$ cat config.mk
export PLATFORM = sky130hd
export DESIGN_NAME = srbh_service_request
export DESIGN_NICKNAME = d
export VERILOG_FILES = /design/src/include/srbh_pkg.sv /design/src/design/srbh_service_request.sv /design/src/design/srbh_holdoff_timer.sv
export SDC_FILE = /design/constraint.sdc
export NUM_CORES = 1
export LEC_CHECK = 0
export CAP_MARGIN = 0
export CORE_ASPECT_RATIO = 0.5
export CORE_MARGIN = 2
export CORE_UTILIZATION = 50
export CTS_BUF_LIST = sky130_fd_sc_hd__clkbuf_8
export DETAILED_ROUTE_END_ITERATION = 12
export DONT_BUFFER_PORTS = 1
export PLACE_DENSITY = 0.77
export SKIP_LAST_GASP = 1
export SYNTH_ARGS = -nofsm -noshare
export SYNTH_HDL_FRONTEND = slang
export SYNTH_HIERARCHICAL = 1
export SYNTH_SLANG_ARGS = --single-unit
$ cat constraint.sdc
create_clock -name core_clk -period 2.5 [get_ports core_clk]
set_input_delay 0.375 -clock core_clk [delete_from_list [all_inputs] [get_ports core_clk]]
set_output_delay 0.375 -clock core_clk [all_outputs]
set_load 0.05 [all_outputs]
$ cat src/include/srbh_pkg.sv
// Constants and types for the service-request and bus hold-off block.
// Assumes a single 50 MHz core clock; times are kept here in milliseconds and become cycle counts in the service-request block.
package srbh_pkg;

	// ********************************************************************
	// Clock and timing
	// ********************************************************************
	localparam int unsigned CLK_HZ           = 50000000;
	localparam int unsigned CYC_PER_MS       = CLK_HZ / 1000;
	// Hold-off times in milliseconds, as typical figures.
	localparam int unsigned HOLD_FUNC_DC_MS  = 100;
	localparam int unsigned HOLD_FUNC_AC_MS  = 630;
	localparam int unsigned HOLD_FUNC_DCI_MS = 160;
	localparam int unsigned HOLD_RANGE_MS    = 100;
	localparam int unsigned HOLD_RANGE_HI_MS = 170;
	localparam int unsigned HOLD_RANGE_AC_MS = 638;
	localparam int unsigned HOLD_CAL_MS      = 9000;
	localparam int unsigned HOLD_CAL_HI_MS   = 18500;
	localparam int unsigned HOLD_OTHER_MIN_MS = 94;
	localparam int unsigned HOLD_OTHER_MAX_MS = 110;
	localparam int unsigned HOLD_SELFTEST_MS = 1000;

	// ********************************************************************
	// Hold-off command classes
	// ********************************************************************
	localparam int unsigned HCLS_W = 4;
	typedef enum logic [3:0] {
		HC_FUNC_DC    = 4'h0,
		HC_FUNC_AC    = 4'h1,
		HC_FUNC_DCI   = 4'h2,
		HC_RANGE      = 4'h3,
		HC_RANGE_HI   = 4'h4,
		HC_RANGE_AC   = 4'h5,
		HC_CAL        = 4'h6,
		HC_CAL_HI     = 4'h7,
		HC_OTHER_MIN  = 4'h8,
		HC_OTHER_MAX  = 4'h9,
		HC_SELFTEST   = 4'ha
	} srbh_hcls_t;

	// ********************************************************************
	// Status byte and enable word layout
	// ********************************************************************
	localparam int unsigned SB_OVERFLOW  = 0;
	localparam int unsigned SB_STORE_FULL = 1;
	localparam int unsigned SB_STORE_HALF = 2;
	localparam int unsigned SB_DONE      = 3;
	localparam int unsigned SB_READY     = 4;
	localparam int unsigned SB_ERROR     = 5;
	localparam int unsigned SB_RQS       = 6;
	localparam int unsigned NUM_COND     = 6;
	localparam logic [7:0]  SRQ_EN_RESET = 8'h00;
	localparam logic [5:0]  COND_MASK    = 6'h3f;

	// ********************************************************************
	// End / hold-off modes
	// ********************************************************************
	typedef enum logic [1:0] {
		EHM_EOI_HOLD   = 2'h0,
		EHM_HOLD_ONLY  = 2'h1,
		EHM_EOI_ONLY   = 2'h2,
		EHM_NONE       = 2'h3
	} srbh_ehmode_t;
	localparam srbh_ehmode_t EHM_RESET = EHM_EOI_HOLD;

	// Hold-off sequencer states, one-hot.
	typedef enum logic [2:0] {
		HS_IDLE = 3'b001,
		HS_WAIT = 3'b010,
		HS_TIME = 3'b100
	} srbh_hstate_t;

endpackage

$ cat src/design/srbh_service_request.sv
// Service-request mask, serial poll status byte, EOI and NRFD hold-off control.
// Assumes the command parser, talker and listener handshake sit outside and
// give one-cycle strobes; device clear and power-up both arrive through nrst
// or devClear.
//
// Functional notes
// - Internal enable mask selects which conditions raise a service request.
// - Mask weights: 1 overflow, 2 full, 4 half, 8 done, 16 ready, 32 error.
// - Several weights summed; every matching mask bit is set.
// - Writing mask zero clears all enables; nothing can request service.
// - Power-up and device clear disable all service-request generation.
// - Status bit 0 set when input is overrange.
// - Bit 1 set on store full, bit 2 on store half full.
// - Bit 3 set when the reading conversion completes.
// - Bit 4 set when all commands are processed and more accepted.
// - Bit 5 set when any of the ten error causes occurs.
// - Bit 6 set when this device has requested service.
// - Bit 7 unused and always reads zero.
// - On a request all status bits latch until the serial poll.
// - Reading the status byte clears bit 6 and drops the request line.
// - Four modes: EOI and hold, hold only, EOI only, neither.
// - Power-up and device clear restore the default mode.
// - With EOI enabled, EOI accompanies the last byte of output.
// - Hold modes finish the execute handshake, then hold NRFD until done.
// - Hold modes also hold off after received EOI and terminator.
// - Function change holds 100, 630 or 160 ms by function.
// - Range change holds 100, 170, or 638 ms per AC range command.
// - Calibration holds 9 s, or 18.5 s on the top resistance ranges.
// - Other commands hold 94 to 110 ms; self-test about 1 s.
// - Reading the error word clears error bit and re-enables requests.
`timescale 1ns/1ps
module srbh_service_request
	import srbh_pkg::*;
#(
	parameter int unsigned HOLD_DC_MS     = HOLD_FUNC_DC_MS,
	parameter int unsigned HOLD_AC_MS     = HOLD_FUNC_AC_MS,
	parameter int unsigned HOLD_DCI_MS    = HOLD_FUNC_DCI_MS,
	parameter int unsigned HOLD_RNG_MS    = HOLD_RANGE_MS,
	parameter int unsigned HOLD_RNGHI_MS  = HOLD_RANGE_HI_MS,
	parameter int unsigned HOLD_RNGAC_MS  = HOLD_RANGE_AC_MS,
	parameter int unsigned HOLD_CALS_MS   = HOLD_CAL_MS,
	parameter int unsigned HOLD_CALHI_MS  = HOLD_CAL_HI_MS,
	parameter int unsigned HOLD_OMIN_MS   = HOLD_OTHER_MIN_MS,
	parameter int unsigned HOLD_OMAX_MS   = HOLD_OTHER_MAX_MS,
	parameter int unsigned HOLD_SELF_MS   = HOLD_SELFTEST_MS,
	parameter int unsigned CYC_MS         = CYC_PER_MS
) (
	input  wire logic              core_clk,
	input  wire logic              nrst,
	input  wire logic              devClear,
	input  wire logic              enableWrite,
	input  wire logic [7:0]        enableValue,
	input  wire logic              modeWrite,
	input  wire logic [1:0]        modeValue,
	input  wire logic              overrangeEvt,
	input  wire logic              storeFullEvt,
	input  wire logic              storeHalfEvt,
	input  wire logic              readingDoneEvt,
	input  wire logic              errorEvt,
	input  wire logic              errorWordQuery,
	input  wire logic              serialPollRead,
	input  wire logic              executeRcvd,
	input  wire logic              eoiRcvd,
	input  wire logic              termRcvd,
	input  wire logic              cmdDone,
	input  wire logic              holdLoad,
	input  wire logic [HCLS_W-1:0] holdClass,
	input  wire logic              talkByteValid,
	input  wire logic              talkLastByte,
	output logic                   srqOut,
	output logic [7:0]             statusByte,
	output logic [7:0]             enableWord,
	output logic [1:0]             endHoldMode,
	output logic                   eoiOut,
	output logic                   nrfdHoldOut,
	output logic                   readyFlag
);

	// ********************************************************************
	// Hold-off period table
	// ********************************************************************
	localparam int unsigned CNT_W = 30;

	// Cycle counts, typical time in milliseconds times cycles per millisecond.
	localparam logic [CNT_W-1:0] CYC_DC    = CNT_W'(HOLD_DC_MS * CYC_MS);
	localparam logic [CNT_W-1:0] CYC_AC    = CNT_W'(HOLD_AC_MS * CYC_MS);
	localparam logic [CNT_W-1:0] CYC_DCI   = CNT_W'(HOLD_DCI_MS * CYC_MS);
	localparam logic [CNT_W-1:0] CYC_RNG   = CNT_W'(HOLD_RNG_MS * CYC_MS);
	localparam logic [CNT_W-1:0] CYC_RNGHI = CNT_W'(HOLD_RNGHI_MS * CYC_MS);
	localparam logic [CNT_W-1:0] CYC_RNGAC = CNT_W'(HOLD_RNGAC_MS * CYC_MS);
	localparam logic [CNT_W-1:0] CYC_CAL   = CNT_W'(HOLD_CALS_MS * CYC_MS);
	localparam logic [CNT_W-1:0] CYC_CALHI = CNT_W'(HOLD_CALHI_MS * CYC_MS);
	localparam logic [CNT_W-1:0] CYC_OMIN  = CNT_W'(HOLD_OMIN_MS * CYC_MS);
	localparam logic [CNT_W-1:0] CYC_OMAX  = CNT_W'(HOLD_OMAX_MS * CYC_MS);
	localparam logic [CNT_W-1:0] CYC_SELF  = CNT_W'(HOLD_SELF_MS * CYC_MS);

	logic [CNT_W-1:0] holdCycles;

	// Each command class picks its typical period; unknown classes use the short one.
	always_comb begin
		unique case (holdClass)
			HC_FUNC_DC:   holdCycles = CYC_DC;
			HC_FUNC_AC:   holdCycles = CYC_AC;
			HC_FUNC_DCI:  holdCycles = CYC_DCI;
			HC_RANGE:     holdCycles = CYC_RNG;
			HC_RANGE_HI:  holdCycles = CYC_RNGHI;
			HC_RANGE_AC:  holdCycles = CYC_RNGAC;
			HC_CAL:       holdCycles = CYC_CAL;
			HC_CAL_HI:    holdCycles = CYC_CALHI;
			HC_OTHER_MIN: holdCycles = CYC_OMIN;
			HC_OTHER_MAX: holdCycles = CYC_OMAX;
			HC_SELFTEST:  holdCycles = CYC_SELF;
			default:      holdCycles = CYC_OMIN;
		endcase
	end

	// ********************************************************************
	// Clear decode and mode
	// ********************************************************************
	wire clrAll = !nrst || devClear;
	wire holdMode = (endHoldMode == EHM_EOI_HOLD) || (endHoldMode == EHM_HOLD_ONLY);
	wire eoiMode  = (endHoldMode == EHM_EOI_HOLD) || (endHoldMode == EHM_EOI_ONLY);

	logic [1:0] mode_q;
	logic [1:0] mode_d;
	logic [5:0] enMask_q;
	logic [5:0] enMask_d;

	// Mode and mask follow their writes; clear wins over a write in the same cycle.
	assign mode_d   = modeWrite ? modeValue : mode_q;
	assign enMask_d = enableWrite ? (enableValue[5:0] & COND_MASK)
	                              : enMask_q;

	always_ff @(posedge core_clk) begin
		if (clrAll) begin
			mode_q   <= EHM_RESET;
			enMask_q <= SRQ_EN_RESET[5:0];
		end else begin
			mode_q   <= mode_d;
			enMask_q <= enMask_d;
		end
	end

	// ********************************************************************
	// Live condition flags
	// ********************************************************************
	logic [5:0] cond_q;
	logic [5:0] condSet;
	logic [5:0] condClr;
	logic [5:0] cond_d;
	logic       errLock_q;
	logic       busyNow;

	// Events are sticky; a set in the same cycle as its clear wins.
	assign condSet[SB_OVERFLOW]   = overrangeEvt;
	assign condSet[SB_STORE_FULL] = storeFullEvt;
	assign condSet[SB_STORE_HALF] = storeHalfEvt;
	assign condSet[SB_DONE]       = readingDoneEvt;
	assign condSet[SB_READY]      = !busyNow;
	assign condSet[SB_ERROR]      = errorEvt;

	// A poll consumes the one-shot events; ready tracks state and error
	// stays until the error word is read.
	assign condClr[SB_OVERFLOW]   = serialPollRead;
	assign condClr[SB_STORE_FULL] = serialPollRead;
	assign condClr[SB_STORE_HALF] = serialPollRead;
	assign condClr[SB_DONE]       = serialPollRead;
	assign condClr[SB_READY]      = busyNow;
	assign condClr[SB_ERROR]      = errorWordQuery;

	assign cond_d = condSet | (cond_q & ~condClr);

	// ********************************************************************
	// Service request and status byte
	// ********************************************************************
	logic       rqs_q;
	logic [5:0] latched_q;
	wire  [5:0] hits     = cond_q & enMask_q;
	// An error request is raised once; further error requests wait for the error word.
	wire  [5:0] hitsGate = {hits[SB_ERROR] & !errLock_q, hits[4:0]};
	wire        raise    = (|hitsGate) && !rqs_q;

	// Request latches the snapshot; a poll releases it; a fresh raise in the
	// poll cycle is deferred one cycle since rqs_q is still high then.
	always_ff @(posedge core_clk) begin
		if (clrAll) begin
			cond_q    <= '0;
			rqs_q     <= 1'b0;
			latched_q <= '0;
			errLock_q <= 1'b0;
		end else begin
			cond_q <= cond_d;
			if (raise) begin
				rqs_q     <= 1'b1;
				latched_q <= cond_q;
			end else if (serialPollRead) begin
				rqs_q <= 1'b0;
			end
			if (raise && hitsGate[SB_ERROR]) begin
				errLock_q <= 1'b1;
			end else if (errorWordQuery) begin
				errLock_q <= 1'b0;
			end
		end
	end

	// Status byte shows the snapshot while a request is pending, else live state.
	wire [5:0] shownBits = rqs_q ? latched_q : cond_q;
	wire [7:0] sb_d      = {1'b0, rqs_q, shownBits};

	// ********************************************************************
	// Hold-off sequencer
	// ********************************************************************
	srbh_hstate_t hs_q;
	srbh_hstate_t hs_d;
	logic         timerBusy;

	// Execute, received EOI or terminator all start a hold in the hold modes.
	wire holdTrig = holdMode && (executeRcvd || eoiRcvd || termRcvd);

	srbh_holdoff_timer #(
		.CNT_W   (CNT_W)
	) uTimer (
		.core_clk (core_clk),
		.nrst     (nrst && !devClear),
		.load     (holdLoad),
		.loadVal  (holdCycles),
		.busy     (timerBusy)
	);

	// The execute byte handshake has already finished when the trigger
	// arrives, so NRFD only stalls the next byte.
	always_comb begin
		hs_d = hs_q;
		unique case (hs_q)
			HS_IDLE: if (holdTrig) hs_d = HS_WAIT;
			// A fresh trigger re-arms the wait, and a load beside cmdDone still times.
			HS_WAIT: if (cmdDone && !holdTrig) hs_d = (timerBusy || holdLoad) ? HS_TIME : HS_IDLE;
			HS_TIME: if (holdTrig) hs_d = HS_WAIT;
				else if (!timerBusy && !holdLoad) hs_d = HS_IDLE;
			default: hs_d = HS_IDLE;
		endcase
	end

	assign busyNow = (hs_q != HS_IDLE);

	// ********************************************************************
	// Output registers
	// ********************************************************************
	// All outputs come straight from flops.
	always_ff @(posedge core_clk) begin
		if (clrAll) begin
			hs_q        <= HS_IDLE;
			srqOut      <= 1'b0;
			statusByte  <= 8'h00;
			enableWord  <= 8'h00;
			endHoldMode <= EHM_RESET;
			eoiOut      <= 1'b0;
			nrfdHoldOut <= 1'b0;
			readyFlag   <= 1'b0;
		end else begin
			hs_q        <= hs_d;
			srqOut      <= rqs_q && !serialPollRead;
			statusByte  <= sb_d;
			enableWord  <= {2'b00, enMask_q};
			endHoldMode <= mode_q;
			eoiOut      <= eoiMode && talkByteValid && talkLastByte;
			nrfdHoldOut <= (hs_d != HS_IDLE);
			readyFlag   <= cond_q[SB_READY];
		end
	end

endmodule

$ cat src/design/srbh_holdoff_timer.sv
// Down-counter that times one bus hold-off period.
// Assumes the load value is already a cycle count; counts down on each rising core_clk edge until it reaches zero.
`timescale 1ns/1ps
module srbh_holdoff_timer
	import srbh_pkg::*;
#(
	parameter int unsigned CNT_W = 30
) (
	input  wire logic             core_clk,
	input  wire logic             nrst,
	input  wire logic             load,
	input  wire logic [CNT_W-1:0] loadVal,
	output logic                  busy
);

	// ********************************************************************
	// Counter
	// ********************************************************************
	logic [CNT_W-1:0] cnt_q;
	logic [CNT_W-1:0] cnt_d;

	// A load restarts the period, so back-to-back commands extend the hold.
	assign cnt_d = load ? loadVal : ((cnt_q != '0) ? cnt_q - 1'b1 : cnt_q);
	assign busy  = (cnt_q != '0);

	// Synchronous reset leaves the timer expired.
	always_ff @(posedge core_clk) begin
		if (!nrst) begin
			cnt_q <= '0;
		end else begin
			cnt_q <= cnt_d;
		end
	end

endmodule

==> metrics.txt <==
Worst-path clk slew roughly 0.080 ns; Post-layout nets 459; die height 63.8 um; Filler cells around 610; Slew Viols, Final 0; clock skew around 0.0046 ns; TritonCTS Sinks between 70 and 80; Clock Tree Root clkbuf_8; drt wl/cell between 10 and 15 um; worst hold path stage count 2; Max Fclk approximately 0.41 GHz; DP HPWL 4.94 mm; share of flip-flops with an asynchronous set or reset 0%; worst hold margin approximately 0.13 ns; total vias in the final route approximately 2800; layout cells sized above 1 about 12%; WP depth 7; Worst Hold Path EP eoiOut; floorplan core area around 7000 um^2; max cap viols 0; Post-synth top flop dfxtp_1; crit path setup slack, layout just under 0.09 ns; Leakage 1.43 nW; syn avg cell area 8.55 um^2; GPL Wtd Cong approximately 0.84; Crit path arrival time approximately 2.7 ns; Peak supply drop 0.000506 V; Synth Instances 419; buffers added on ports 0; Via density approximately 5.5; R2R depth 7; internal reg-to-reg setup slack between 0.08 and 0.09 ns; Sequential cell area 1480 um^2; initial antenna violation count 0; Ports 55; # diodes 0; First-pass DRT Iterations 5; number of library cell types mapped by synthesis 52; Least-Margin Pin Slew roughly 0.73 ns; Layout area overhead 7.51%; vias in the first global route around 2600; Final Setup Violations 0; RR Startpoint uTimer/cnt_q[15]; final global-route overflow total 0; Setup Buffers After CTS 0; pre-CTS setup slack 0.0534 ns; Crit path max-delay family simple AND/OR/NAND/NOR gates; CTS tree built; area of the multi-input gates 1930 um^2; number of synthesized flops with an enable pin 0; Buf/Inv on CP 0; post-cts hold buffer count 0; CTS Buf Count 9; post-cts repair resize count 0; synthesized cell area about 3600 um^2; CP Class reg -> reg; # DRC 0; DR iter-0 viols 194; largest net degree at the start of global routing 31; die width approximately 120 um; Final Hold Vio Count 0; HP Class in -> reg; worst-path cell chain or4_4 -> or3_1 -> or4_4 -> nor2_1 -> o22a_1 -> o2bb2ai_1 -> and2_1; Crit-path slowest cell or4_4; Max stage delay on crit path about 0.57 ns; Top cell by count, worst path or4_4; clock latency on the worst-skew pair around 0.35 ns; Initial Util 52.6%; sequential-to-total area share from yosys stat roughly two fifths; CP Capture Type flop; die area between 7000 and 8000 um^2; crit path max fanout 10; DRT Wirelength about 7.1 mm; result of the run finished, final reports clean; CTS HTree Levels 3; Slew HR around half; required time of the worst setup path 2.75 ns; PwrDens ~700 nW/um^2; GR Util All Layers between 15 and 20%; setup TNS 0 ns; Worst Setup Start Kind flop; warnings from Yosys 6; first-pass GRT wire length approximately 12 mm; launch point of the worst hold path talkByteValid; period utilisation layout a little over nine tenths; CTS max path bufs 2; reg2reg end nrfdHoldOut; Yosys reg bits 74; Final min period between 2 and 2.5 ns; post-route ant nets 0; # rows 21
## cell families after synthesis
logic type	Yosys count	synth area share, %
AO/OA/AOI/OAI	82	15.5
XOR/XNOR	28	6.85
adder cells (fa/ha/maj)	7	2.45
buffers and inverters	38	5.52
flip-flops	74	41.4
multiplexers	13	3.63
other	1	0.105
AND/OR/NAND/NOR	176	24.6
## placed cells by master (no fill, tap or decap), drive strengths merged, types with 8 or more instances in the layout
master	synthesis	routed
a21oi	18	18
and2	16	16
buf	12	8
clkbuf	14	11
conb	1	8
dfxtp	74	74
inv	11	11
mux2i	13	13
nand2	41	41
nand2b	8	8
nand3	16	16
nor2	49	49
nor3	12	12
nor4	13	13
o21ai	35	35
xnor2	23	23
## registers in the layout (all words and copies together), names as in the netlist, 2 cells and up
register and flops:
cond_q 6, enMask_q 6, enableWord 6, endHoldMode 2, hs_q 3, latched_q 6
mode_q 2, statusByte 7, uTimer/cnt_q 30
## worst reg2reg max path: cells and delay by family, from the launching register on
family,cells,cell delay (ns)
and+or+nand+nor,5,1.72
DFF,1,0.36
AOI/OAI and AO/OA,2,0.22
## per-stage QoR
step                instance area (um^2)  total power [mW]  utilization, %  std cells
CTS                                 3840              2.77            56.5        516
global placement                    3630              1.78            53.3        500
global route                        3850              2.88            56.6        516
detailed placement                  3630              1.79            53.3        500
finish                              3850              2.75            56.6        516
floorplan                           3610              1.71               -        426
## per-layer routing
metal | vias to the layer above | GRT usage, % | part of all wire, %
met4 | 0 | 8.66 | 2.2
met1 | 1292 | 26.4 | 49
met5 | - | 0 | 0
li1 | 1432 | - | -
met3 | 16 | 6.61 | 7.0
met2 | 73 | 29.3 | 42
## cells in the mapped netlist (all sizes together) (3+ instances only)
cell     n  area, um^2
a211oi   6        45.0
a21boi   3        22.5
a21oi   18        93.8
a22oi    4        30.0
a31oi    3        25.0
and2    16         100
buf     12         100
clkbuf  14        52.6
dfxtp   74        1480
ha       7        87.6
inv     11        41.3
mux2i   13         130
nand2   41         154
nand2b   8        50.1
nand3   16        92.6
nand3b   3        22.5
nor2    49         184
nor2b    6        37.5
nor3    12        60.1
nor4    13        87.6
o211ai   3        22.5
o21ai   35         231
or4      4        37.5
xnor2   23         201
xor2     5        43.8
## final cells by class
class | instances | area share (%)
clock buffer | 11 | 3.93
clock inverter | 5 | 1.62
inverter | 12 | 1.17
multi-input combinational | 314 | 50.2
sequential | 74 | 38.5
tap | 92 | 2.99
timing repair buffer | 8 | 1.56
## power breakdown
part | leakage [nW] | internal (mW) | switching, mW | total [mW]
logic | 0.721 | 0.205 | 0.272 | 0.476
registers | 0.603 | 1.23 | 0.0673 | 1.29
clock network | 0.102 | 0.518 | 0.459 | 0.978
total | 1.43 | 1.95 | 0.798 | 2.75
## how the worst max path moves through the flow
stage	startpoint	slack [ns]	end
floorplan	uTimer/cnt_q[0]	0.02	nrfdHoldOut
detailed placement	uTimer/cnt_q[0]	0.05	nrfdHoldOut
CTS	uTimer/cnt_q[0]	0.01	nrfdHoldOut
global route	uTimer/cnt_q[0]	-0.02	nrfdHoldOut
global placement	uTimer/cnt_q[0]	0.11	nrfdHoldOut
finish	uTimer/cnt_q[15]	0.09	nrfdHoldOut
No activity file was read; power rests on OpenSTA's default activity.
